==> src/inc/bus_arb_pkg.sv <==
// package for the bus requester block: states, status codes, pin carriers
// assumes one clock, sys_clk at 125 MHz, synchronous active high reset
package bus_arb_pkg;
    // reset entry delay in transmit/bus clock periods
    localparam int RESET_ENTRY_CLOCKS = 10;
    localparam int CNT_W              = 4;
    localparam logic [CNT_W-1:0] CNT_ZERO = 4'h0;
    localparam logic [CNT_W-1:0] CNT_LAST = 4'(RESET_ENTRY_CLOCKS - 1);
    localparam logic [CNT_W-1:0] CNT_ONE  = 4'h1;

    // bus cycle status codes (plain encoding of our own)
    localparam logic [2:0] STAT_IDLE    = 3'h0;
    localparam logic [2:0] STAT_REQUEST = 3'h1;
    localparam logic [2:0] STAT_OWNED   = 3'h2;
    localparam logic [2:0] STAT_MASTER  = 3'h3;
    localparam logic [2:0] STAT_RELEASE = 3'h4;
    localparam logic [2:0] STAT_RESET   = 3'h7;

    // arbitration states, gray along idle-req-own-release
    typedef enum logic [1:0] {
        ARB_IDLE    = 2'h0,
        ARB_REQ     = 2'h1,
        ARB_OWN     = 2'h3,
        ARB_RELEASE = 2'h2
    } arb_state_type;

    // sampled arbitration inputs from the host bus
    typedef struct packed {
        logic grantN;
        logic grantAckHi;
        logic addrStrobeN;
        logic slaveSizeAck0;
        logic slaveSizeAck1;
        logic ownershipAckInN;
    } arb_in_type;

    // two-signal view of a two-way or open-drain pin
    typedef struct packed {
        logic outVal;
        logic outEnN;
    } pin_drive_type;
endpackage

==> src/core/bus_requester.sv <==
// bus requester: arbitration handshake, interrupt pin, bus status, reset entry
// assumes all pins synchronous to sys_clk; dmaTick enables the bus clock rate
// Contract
// [RULE1] interrupt active whenever any enabled pending source exists
// [RULE2] masked pending sources never activate the interrupt
// [RULE3] interrupt active low with style 1, active high with style 0
// [RULE4] enter reset state after ten transmit or bus clocks of low reset
// [RULE5] three-bit bus status output always driven with current operation
// [RULE6] all DMA sequencing timed by the bus clock enable
// [RULE7] style 1: request driven low when wanted, released otherwise
// [RULE8] style 0: hold request driven high when wanted, low otherwise
// [RULE9] style 1: arbiter drives grant low to offer mastership
// [RULE10] style 0: hold acknowledge high hands over bus; treated as ownership
// [RULE11] grant ack only with grant, strobe idle, size acks idle, no owner
// [RULE12] grant ack pin used only with style 1
// [RULE13] style pin tied high for big endian, low for little endian
// [RULE14] master cycles only when owned; release request after burst ends
module bus_requester
    import bus_arb_pkg::*;
#(
    parameter int NUM_SRC = 16
) (
    // clock and reset
    input  wire logic               sys_clk,
    input  wire logic               sys_rst,
    // clock enables and hardware reset pin
    input  wire logic               dmaTick,
    input  wire logic               xmitTick,
    input  wire logic               busSlowerThanXmit,
    input  wire logic               resetPinN,
    // mode strap
    input  wire logic               bus_style_select,
    // interrupt sources from the controller
    input  wire logic [NUM_SRC-1:0] irqStatus,
    input  wire logic [NUM_SRC-1:0] irqMask,
    // dma engine side
    input  wire logic               dmaWant,
    input  wire logic               burstDone,
    input  wire logic               masterWrite,
    output logic                    busOwned,
    output logic                    masterCycleGo,
    output logic                    inReset,
    // host bus arbitration pins
    input  wire arb_in_type         arbIn,
    output logic                    master_request_n,
    output logic                    masterRequestOe_n,
    output logic                    holdRequest,
    output logic                    ownership_ack_n,
    output logic                    ownershipAckOe_n,
    output logic                    irqOut,
    output logic                    irqOutOe_n,
    output logic [2:0]              bus_cycle_status
);
    arb_state_type state_ff, nxt_state;
    logic          irqOut_ff, ackDrive_ff;
    logic [2:0]    status_ff, nxt_status;

    // reset entry counts the slower clock as its tick
    wire logic resetTick = busSlowerThanXmit ? dmaTick : xmitTick; // RULE4
    reset_entry_counter #(.COUNT(RESET_ENTRY_CLOCKS)) u_rst_cnt (
        .sys_clk   (sys_clk),
        .sys_rst   (sys_rst),
        .resetPinN (resetPinN),
        .tick      (resetTick),
        .inReset   (inReset)
    );

    // interrupt qualification and polarity
    wire logic irqPending = |(irqStatus & irqMask);      // RULE1 RULE2
    wire logic irqLevel   = bus_style_select ? !irqPending : irqPending; // RULE3

    // grant conditions per bus style
    wire logic bigStyle  = bus_style_select;
    wire logic bgFree    = !arbIn.grantN && arbIn.addrStrobeN
                           && !arbIn.slaveSizeAck0 && !arbIn.slaveSizeAck1
                           && arbIn.ownershipAckInN;      // RULE11
    wire logic granted   = bigStyle ? bgFree : arbIn.grantAckHi; // RULE9 RULE10 RULE12
    wire logic wantBus   = (state_ff == ARB_REQ) || (state_ff == ARB_OWN);

    // next state: idle, request, own, release back to previous owner
    always_comb begin
        nxt_state  = state_ff;
        nxt_status = status_ff;
        case (state_ff)
            ARB_IDLE: begin
                nxt_status = STAT_IDLE;
                if (dmaWant) begin
                    nxt_state  = ARB_REQ;
                    nxt_status = STAT_REQUEST;
                end
            end
            ARB_REQ: begin
                if (granted) begin
                    nxt_state  = ARB_OWN;
                    nxt_status = STAT_OWNED;
                end
            end
            ARB_OWN: begin
                nxt_status = masterWrite ? STAT_MASTER : STAT_OWNED;
                if (burstDone) begin
                    nxt_state  = ARB_RELEASE; // RULE14
                    nxt_status = STAT_RELEASE;
                end
            end
            ARB_RELEASE: begin
                nxt_state  = ARB_IDLE;
                nxt_status = STAT_IDLE;
            end
            default: begin
                nxt_state  = ARB_IDLE;
                nxt_status = STAT_IDLE;
            end
        endcase
    end

    // sequencing advances only on the bus clock enable
    always_ff @(posedge sys_clk) begin
        if (sys_rst || inReset) begin
            state_ff  <= ARB_IDLE;
            status_ff <= STAT_RESET;
        end else if (dmaTick) begin // RULE6
            state_ff  <= nxt_state;
            status_ff <= nxt_status; // RULE5
        end
    end

    // pin registers; ack held while we own the bus in big style
    always_ff @(posedge sys_clk) begin
        if (sys_rst) begin
            irqOut_ff   <= 1'b0;
            ackDrive_ff <= 1'b0;
        end else begin
            irqOut_ff   <= irqLevel;
            // follow the state step itself, so the ack never leads or trails ownership
            ackDrive_ff <= bigStyle && !inReset
                           && (dmaTick ? (nxt_state == ARB_OWN) : (state_ff == ARB_OWN)); // RULE11 RULE12
        end
    end

    // open-drain request in big style, push-pull hold in little style
    assign master_request_n  = 1'b0;
    assign masterRequestOe_n = !(bigStyle && wantBus);           // RULE7
    assign holdRequest       = !bigStyle && wantBus;             // RULE8
    assign ownership_ack_n   = 1'b0;
    assign ownershipAckOe_n  = !ackDrive_ff;
    // open-drain style leaves the line released when inactive; low style drives always
    assign irqOut            = irqOut_ff;
    assign irqOutOe_n        = bigStyle ? irqOut_ff : 1'b0;
    assign busOwned          = (state_ff == ARB_OWN);            // RULE10
    assign masterCycleGo     = busOwned && !burstDone;           // RULE14
    assign bus_cycle_status  = status_ff;

    chk_irq_masked_quiet: assert property (@(posedge sys_clk) disable iff (sys_rst) // RULE2
        !$past(sys_rst) && !$past(irqPending) |-> irqOut_ff == $past(bus_style_select))
        else $error("interrupt active without an enabled source");
    chk_irq_follows_src: assert property (@(posedge sys_clk) disable iff (sys_rst) // RULE1
        irqPending && $stable(bus_style_select) |=> irqOut_ff == !$past(bus_style_select))
        else $error("enabled pending source did not raise interrupt");
    chk_req_open_drain: assert property (@(posedge sys_clk) disable iff (sys_rst) // RULE7
        bigStyle && !wantBus |-> masterRequestOe_n && !holdRequest)
        else $error("request driven while not wanted in big style");
    chk_hold_level: assert property (@(posedge sys_clk) disable iff (sys_rst) // RULE8
        !bigStyle |-> holdRequest == wantBus && masterRequestOe_n)
        else $error("hold request does not track want in little style");
    chk_ack_conditions: assert property (@(posedge sys_clk) disable iff (sys_rst) // RULE11
        $fell(ownershipAckOe_n) |-> $past(bgFree))
        else $error("grant ack driven without all four conditions");
    chk_ack_unused_little: assert property (@(posedge sys_clk) disable iff (sys_rst) // RULE12
        !bigStyle && $past(!bigStyle) |-> ownershipAckOe_n)
        else $error("grant ack driven in little style");
    chk_own_by_tick: assert property (@(posedge sys_clk) disable iff (sys_rst) // RULE6
        !dmaTick && !inReset |=> $stable(state_ff))
        else $error("state changed without bus clock enable");
    chk_release_after_burst: assert property (@(posedge sys_clk) disable iff (sys_rst) // RULE14
        busOwned && burstDone && dmaTick && !inReset |=> !busOwned ##1 !wantBus)
        else $error("request not withdrawn after burst");
    chk_status_reset: assert property (@(posedge sys_clk) disable iff (sys_rst) // RULE5
        inReset |=> bus_cycle_status == STAT_RESET)
        else $error("status not showing reset");
endmodule // bus_requester

==> src/core/reset_entry_counter.sv <==
// counts clock-enable ticks after reset pin falls, flags reset state entry
// assumes tick is a one-cycle enable from the slower of transmit/bus clocks
module reset_entry_counter
    import bus_arb_pkg::*;
#(
    parameter int COUNT = RESET_ENTRY_CLOCKS
) (
    // clock and reset
    input  wire logic sys_clk,
    input  wire logic sys_rst,
    // pin and tick
    input  wire logic resetPinN,
    input  wire logic tick,
    // result
    output logic      inReset
);
    logic [CNT_W-1:0] count_ff;
    logic             inReset_ff;
    wire logic        lastTick = tick && (count_ff == CNT_W'(COUNT - 1));

    // count only while the pin is low; release leaves reset at once
    always_ff @(posedge sys_clk) begin
        if (sys_rst || resetPinN) begin
            count_ff   <= CNT_ZERO;
            inReset_ff <= 1'b0;
        end else if (lastTick) begin
            inReset_ff <= 1'b1; // RULE4
        end else if (tick && !inReset_ff) begin
            count_ff <= count_ff + CNT_ONE;
        end
    end
    assign inReset = inReset_ff;

    chk_reset_needs_ticks: assert property (@(posedge sys_clk) disable iff (sys_rst) // RULE4
        $rose(inReset_ff) |-> !resetPinN && $past(tick))
        else $error("reset state entered without a counting tick");
endmodule // reset_entry_counter

==> config.mk <==
export PLATFORM = sky130hd
export DESIGN_NAME = bus_requester
export DESIGN_NICKNAME = d
export VERILOG_FILES = /design/src/inc/bus_arb_pkg.sv /design/src/core/bus_requester.sv /design/src/core/reset_entry_counter.sv
export SDC_FILE = /design/constraint.sdc
export NUM_CORES = 1
export LEC_CHECK = 0
export BUFFER_PORTS_ARGS = -buffer_cell sky130_fd_sc_hd__buf_2
export CORE_MARGIN = 2
export CORE_UTILIZATION = 35
export CTS_BUF_LIST = sky130_fd_sc_hd__clkbuf_4 sky130_fd_sc_hd__clkbuf_8
export CTS_CLUSTER_DIAMETER = 120
export DETAILED_ROUTE_END_ITERATION = 10
export HOLD_SLACK_MARGIN = 0.02
export PLACE_DENSITY = 0.89
export REMOVE_ABC_BUFFERS = 1
export SYNTH_ARGS = -nofsm -noshare
export SYNTH_HDL_FRONTEND = slang
export SYNTH_SLANG_ARGS = --single-unit
==> constraint.sdc <==
create_clock -name sys_clk -period 1.6 [get_ports sys_clk]
set_clock_uncertainty 0.15 [all_clocks]
set_input_delay 0.08 -clock sys_clk [delete_from_list [all_inputs] [get_ports sys_clk]]
set_output_delay 0.08 -clock sys_clk [all_outputs]
set_load 0.05 [all_outputs]
* After elaboration in Yosys (flattened, before gate mapping)
Cells that the tools add are included.
Widths: inputs -> output; s select.
** Storage, ports and cells
- Register bits :: 12
- Input bits :: 48
- Output and inout port bits :: 13
- Word-level logic and storage cells :: 56
** Operators by class
- Add/subtract/negate cells :: 1
- Equality and inequality tests :: 6
- Multiplexer cells :: 14
- Bitwise logic cells :: 2
- Reduce and logical (&&, ||, !) cells :: 27
** Operator list (number)
- $and 16x16->16 :: 1
- $reduce_or 16->1 :: 1
- $pmux 3 s4 :: 1
- $logic_and 1x1->1 :: 11
- $logic_not 1->1 :: 9
- $pmux 2 s4 :: 1
- $mux 1 :: 7
- $eq 2x2->1 const B :: 3
- $mux 2 :: 3
- $mux 3 :: 2
- $add 4x1->4 const B :: 1
- $eq 4x4->1 const B :: 1
- $reduce_and 2->1 :: 2
- $logic_or 1x1->1 :: 3
- $eq 2x1->1 const B :: 1
- $logic_not 2->1 :: 1
- $ne 2x2->1 const B :: 1
- $not 1->1 :: 1

* Longest topological paths before layout
- Word-level depth :: 11
- Gate-level depth with buffers :: 6
- Depth with buffers taken out :: 6

* By module
From an unflattened synthesis, not the netlist that was laid out.
** Second synthesis, totals
- Cell total of the unflattened synthesis :: 92
- Area total of the unflattened synthesis :: 762.0 um2
** Modules (own cells, without submodules)
- bus_requester :: instances 1, cells an instance 64, area an instance 516.7 um2, sequential area each 140.1 um2
- reset_entry_counter :: instances 1, cells an instance 28, area an instance 245.2 um2, sequential area each 100.1 um2

* Worst setup path after synthesis
Ideal clock, no wire load.
- Kind :: reg2reg
- From :: register state_ff[0]
- To :: register status_ff[0], in the netlist bus_cycle_status[0]
- Setup time :: 72 ps
- Data arrival time :: 1661 ps
- Setup slack :: -283 ps
- Cell stages (with the launch flop) :: 6
- Path buffers :: 1
- Clock period less this slack :: 1883 ps
- Cells stage by stage :: dfxtp_1 > clkbuf_1 > nand2_1 > nor2_1 > a221oi_1 > mux2i_1
** Between the ends
- Cells in the longest elaborated chain, start to end :: 3
- Elaborated cells on any way between the ends :: 7
- Classes of those cells :: 4 x eq/ne; 1 x mux; 2 x reduce/logical
** RTL lines
- start, declared :: line bus_requester.sv:54 : arb_state_type state_ff, nxt_state;
- start signal, assigned :: line bus_requester.sv:122 : state_ff <= nxt_state;
- $eq 2x1->1 :: line bus_requester.sv:84 : case (state_ff)
- $ne 2x2->1 (no source line)
- $reduce_and 2->1 (no source line)
- end signal, assigned :: line bus_requester.sv:123 : status_ff <= nxt_status;
- end, declared :: line bus_requester.sv:56 : logic [2:0] status_ff, nxt_status;
Parallel ways exist; a longest one is shown, timed or not.
A chain may end at the register's enable or synchronous reset.

* Final worst setup path
- From :: register u_rst_cnt.count_ff[0]
- To :: register u_rst_cnt.count_ff[2]
** Between the ends
- Cells in the longest elaborated chain, start to end :: 4
- Elaborated cells on any way between the ends :: 5
- Classes of those cells :: 1 x add/sub; 1 x eq/ne; 1 x bitwise; 2 x reduce/logical
** RTL lines
- start, declared :: line reset_entry_counter.sv:17 : logic [CNT_W-1:0] count_ff;
- start signal, assigned :: line reset_entry_counter.sv:29 : count_ff <= count_ff + CNT_ONE;
- parallel branches: the longest is 4 deep, another holds $add 4x1->4
Several ways; the timed one is not identified.

==> reports/metrics.cfg <==
[detailed_routing]
drtAntennaViolNets = 0
vias = 936
wl_um = 2217
routedWlPerCell_um = 12.25
drtPass1Iterations = 4
via_per_inst = 5.171
drc = 0
drt_iter0_markers = 21

[grt]
grt_max_degree = 10
grt_pass1_wl_um = 3608
gr-total-overflow = 0
grt_pass1_vias = 892
track_usage_pct = 19.19
antenna_found_initial = 0

[power]
p_total_mw = 0.7955
clkPwrFrac_pct = 31.3
seqPwrFrac_pct = 40.7
swShare_pct = 30.78
p_comb_share_pct = 27.9
switching_power_mw = 0.2448
powerDensity_nw_per_um2 = 685.1
p_int_mw = 0.5506
ir_drop_mv = 0.3124
p_leak_nw = 0.5695

[run_status]
status = complete, but fails checks
violations = negative setup slack

[sta]
hold_viol_final = 0
drv_slew = 0
setup_viol = 2
rsz0062_at_grt = true
max_freq_mhz = 617.5
post-route-min-period_ps = 1620
fin_ws_ps = -19.50
finalCritPeriodShare_pct = 101.2

[logic_synthesis]
synth_cells = 88
synth_top_area_share_pct = 32.54
yosysWarnings = 0
synth-edff-count = 0
avgSynthCellArea_sq_um = 8.389
yosysMostFrequentCell = nor2_1
yosysUniqueCellTypes = 34
synthTopCellsByCount = nor2_1, dfxtp_1, inv_1, a221oi_1, nand2_1
ys_seq_elements = 12
synth_area_sq_um = 738.2
ys_seq_area_share_pct = 32.54
synth_top_cell_by_area = dfxtp_1
synth_top_cells_by_area = dfxtp_1, nor2_1, a221oi_1
ys_async_sr_fraction_pct = 0
ys.flop_type = dfxtp_1

[clocking]
cts_sinks = 12
path_clk_slew_ps = 80
cts_root_buffer = clkbuf_4
numCtsBuffers = 3
clk_latency_ps = 280
cts.htree.levels = 1
cts_tree = yes
post_cts_buffers = 0
clk_path_buf_depth = 2

[floorplan]
start_util_pct = 37.25
die_h_um = 49.93
rows = 16
die_area_sq_um = 2493
coreArea_sq_um = 1982
dieWidth_um = 49.93
ios = 61

[setup_path]
start_kind = flop
crit_type = reg2reg
cp_data_required_time_ps = 1620
crit_path_max_fanout = 4
worstPathArrival_ps = 1640
end_kind = flop

[final_layout]
n_antenna_cell = 0
layout-drive-gt1-share_pct = 44.81
fill_cells = 170
syn2layout_area_growth_pct = 57.29
finish.net_count = 205

[place]
pre_cts_ws_ps = -39.89
gp_congestion = 0.8112
io_buffers = 58
dpl.hpwl_um = 1751

[worst_hold_path]
hold_class = in2reg

[run]
cap_violations = 0

[critical path: stages, from the launching register on]
cell	delay (ps)
dfxtp_1	350
ha_1	220
and3b_1	240
nor4b_2	330
xnor2_1	170
nor2_1	50
[area by class of cell]
| class | instances | area, sq um | area share, % |
|---|---|---|---|
| inverter | 6 | 22.52 | 1.940 |
| timing repair buffer | 67 | 380.4 | 32.76 |
| tap | 27 | 33.78 | 2.909 |
| multi-input combinational | 65 | 446.7 | 38.47 |
| clock buffer | 4 | 36.28 | 3.125 |
| sequential | 12 | 241.5 | 20.80 |
[worst paths after layout]
check                           slack (ps)                                from  depth (start not counted)                            endpoint
worst max register to register         -20  u_rst_cnt.count_ff[0]$_SDFFE_PP0P_                          5  u_rst_cnt.count_ff[2]$_SDFFE_PP0P_
worst min register to register         320    bus_cycle_status[2]$_SDFFE_PP1P_                          1    bus_cycle_status[2]$_SDFFE_PP1P_
worst max-delay path                   -20  u_rst_cnt.count_ff[0]$_SDFFE_PP0P_                          5  u_rst_cnt.count_ff[2]$_SDFFE_PP0P_
worst min-delay path                    20                       irqStatus[10]                          4                   irqOut$_SDFF_PP0_
[through the flow]
| step | instance area, sq um | util, % | cells | hold WS [ps] | TNS (ps) |
|---|---|---|---|---|---|
| after CTS | 1157 | 58.40 | 181 | 21.60 | -11.12 |
| final | 1161 | 58.59 | 181 | 19.94 | -19.68 |
| after floorplan | 703.2 | - | 83 | 25.61 | -171.8 |
| after global placement | 1035 | 52.21 | 169 | 224.6 | 0 |
| after global routing | 1161 | 58.59 | 181 | 44.93 | -174.2 |
| after detailed placement | 1035 | 52.21 | 169 | 231.3 | -39.89 |
[cell usage in the layout (no fill, tap or decap), drive strengths merged]
cell / Yosys / routed
buf: 4 / 58
nor2: 13 / 13
dfxtp: 12 / 12
dlygate4sd3: 0 / 8
inv: 6 / 6
nand2: 5 / 5
a221oi: 5 / 5
clkbuf: 2 / 5
nand3: 4 / 4
a22o: 4 / 4
nor2b: 3 / 3
a21oi: 3 / 3
xnor2: 3 / 3
or2: 2 / 2
mux2i: 2 / 2
a211oi: 2 / 2
ha: 2 / 2
conb: 1 / 2
and2: 1 / 1
nor4bb: 1 / 1
a311o: 1 / 1
o31ai: 1 / 1
and3b: 1 / 1
nor4: 1 / 1
o21ai: 1 / 1
a32oi: 1 / 1
nor4b: 1 / 1
nor3: 1 / 1
nand2b: 1 / 1
and4: 1 / 1
a211o: 1 / 1
nand4: 1 / 1
mux2: 1 / 1
[timing repair]
item                                    in CTS  in global routing
pin swaps                                    0                  1
hold endpoints to repair                    11                  0
hold buffers                                 8                  0
endpoints found under the setup margin       2                  5
resized for setup                            1                  2
[sequential cells by signal, indices dropped and copies added, names as in the netlist]
| register | flops |
|---|---|
| ackDrive_ff | 1 |
| irqOut | 1 |
| u_rst_cnt.count_ff | 4 |
| state_ff | 2 |
| u_rst_cnt.inReset | 1 |
| bus_cycle_status | 3 |
[layer usage]
metal | GRT usage [%] | share of wire (%) | vias to the layer above
li1 | - | - | 444
met1 | 18.11 | 33 | 421
met2 | 37.56 | 54 | 64
met3 | 3.333 | 10 | 7
met4 | 11.57 | 2.9 | 0
met5 | 0 | 0 | -
[power groups by stage]
stage                     Clock, mW  Sequential, mW  Combinational, mW
after detailed placement          0           0.331              0.205
after global routing          0.265           0.326              0.240
after global placement            0           0.330              0.201
final                         0.249           0.324              0.222
after CTS                     0.248           0.323              0.221
after floorplan                   0           0.359             0.0867
[cell families after synthesis]
family	synth area share, %
fa+ha+maj	3.389
simple gates	26.61
buf+inv	8.304
other cells	0.5080
mux	4.237
xor+xnor	3.560
flops	32.54
compound gates	20.85
(Power assumes the default switching activity.)
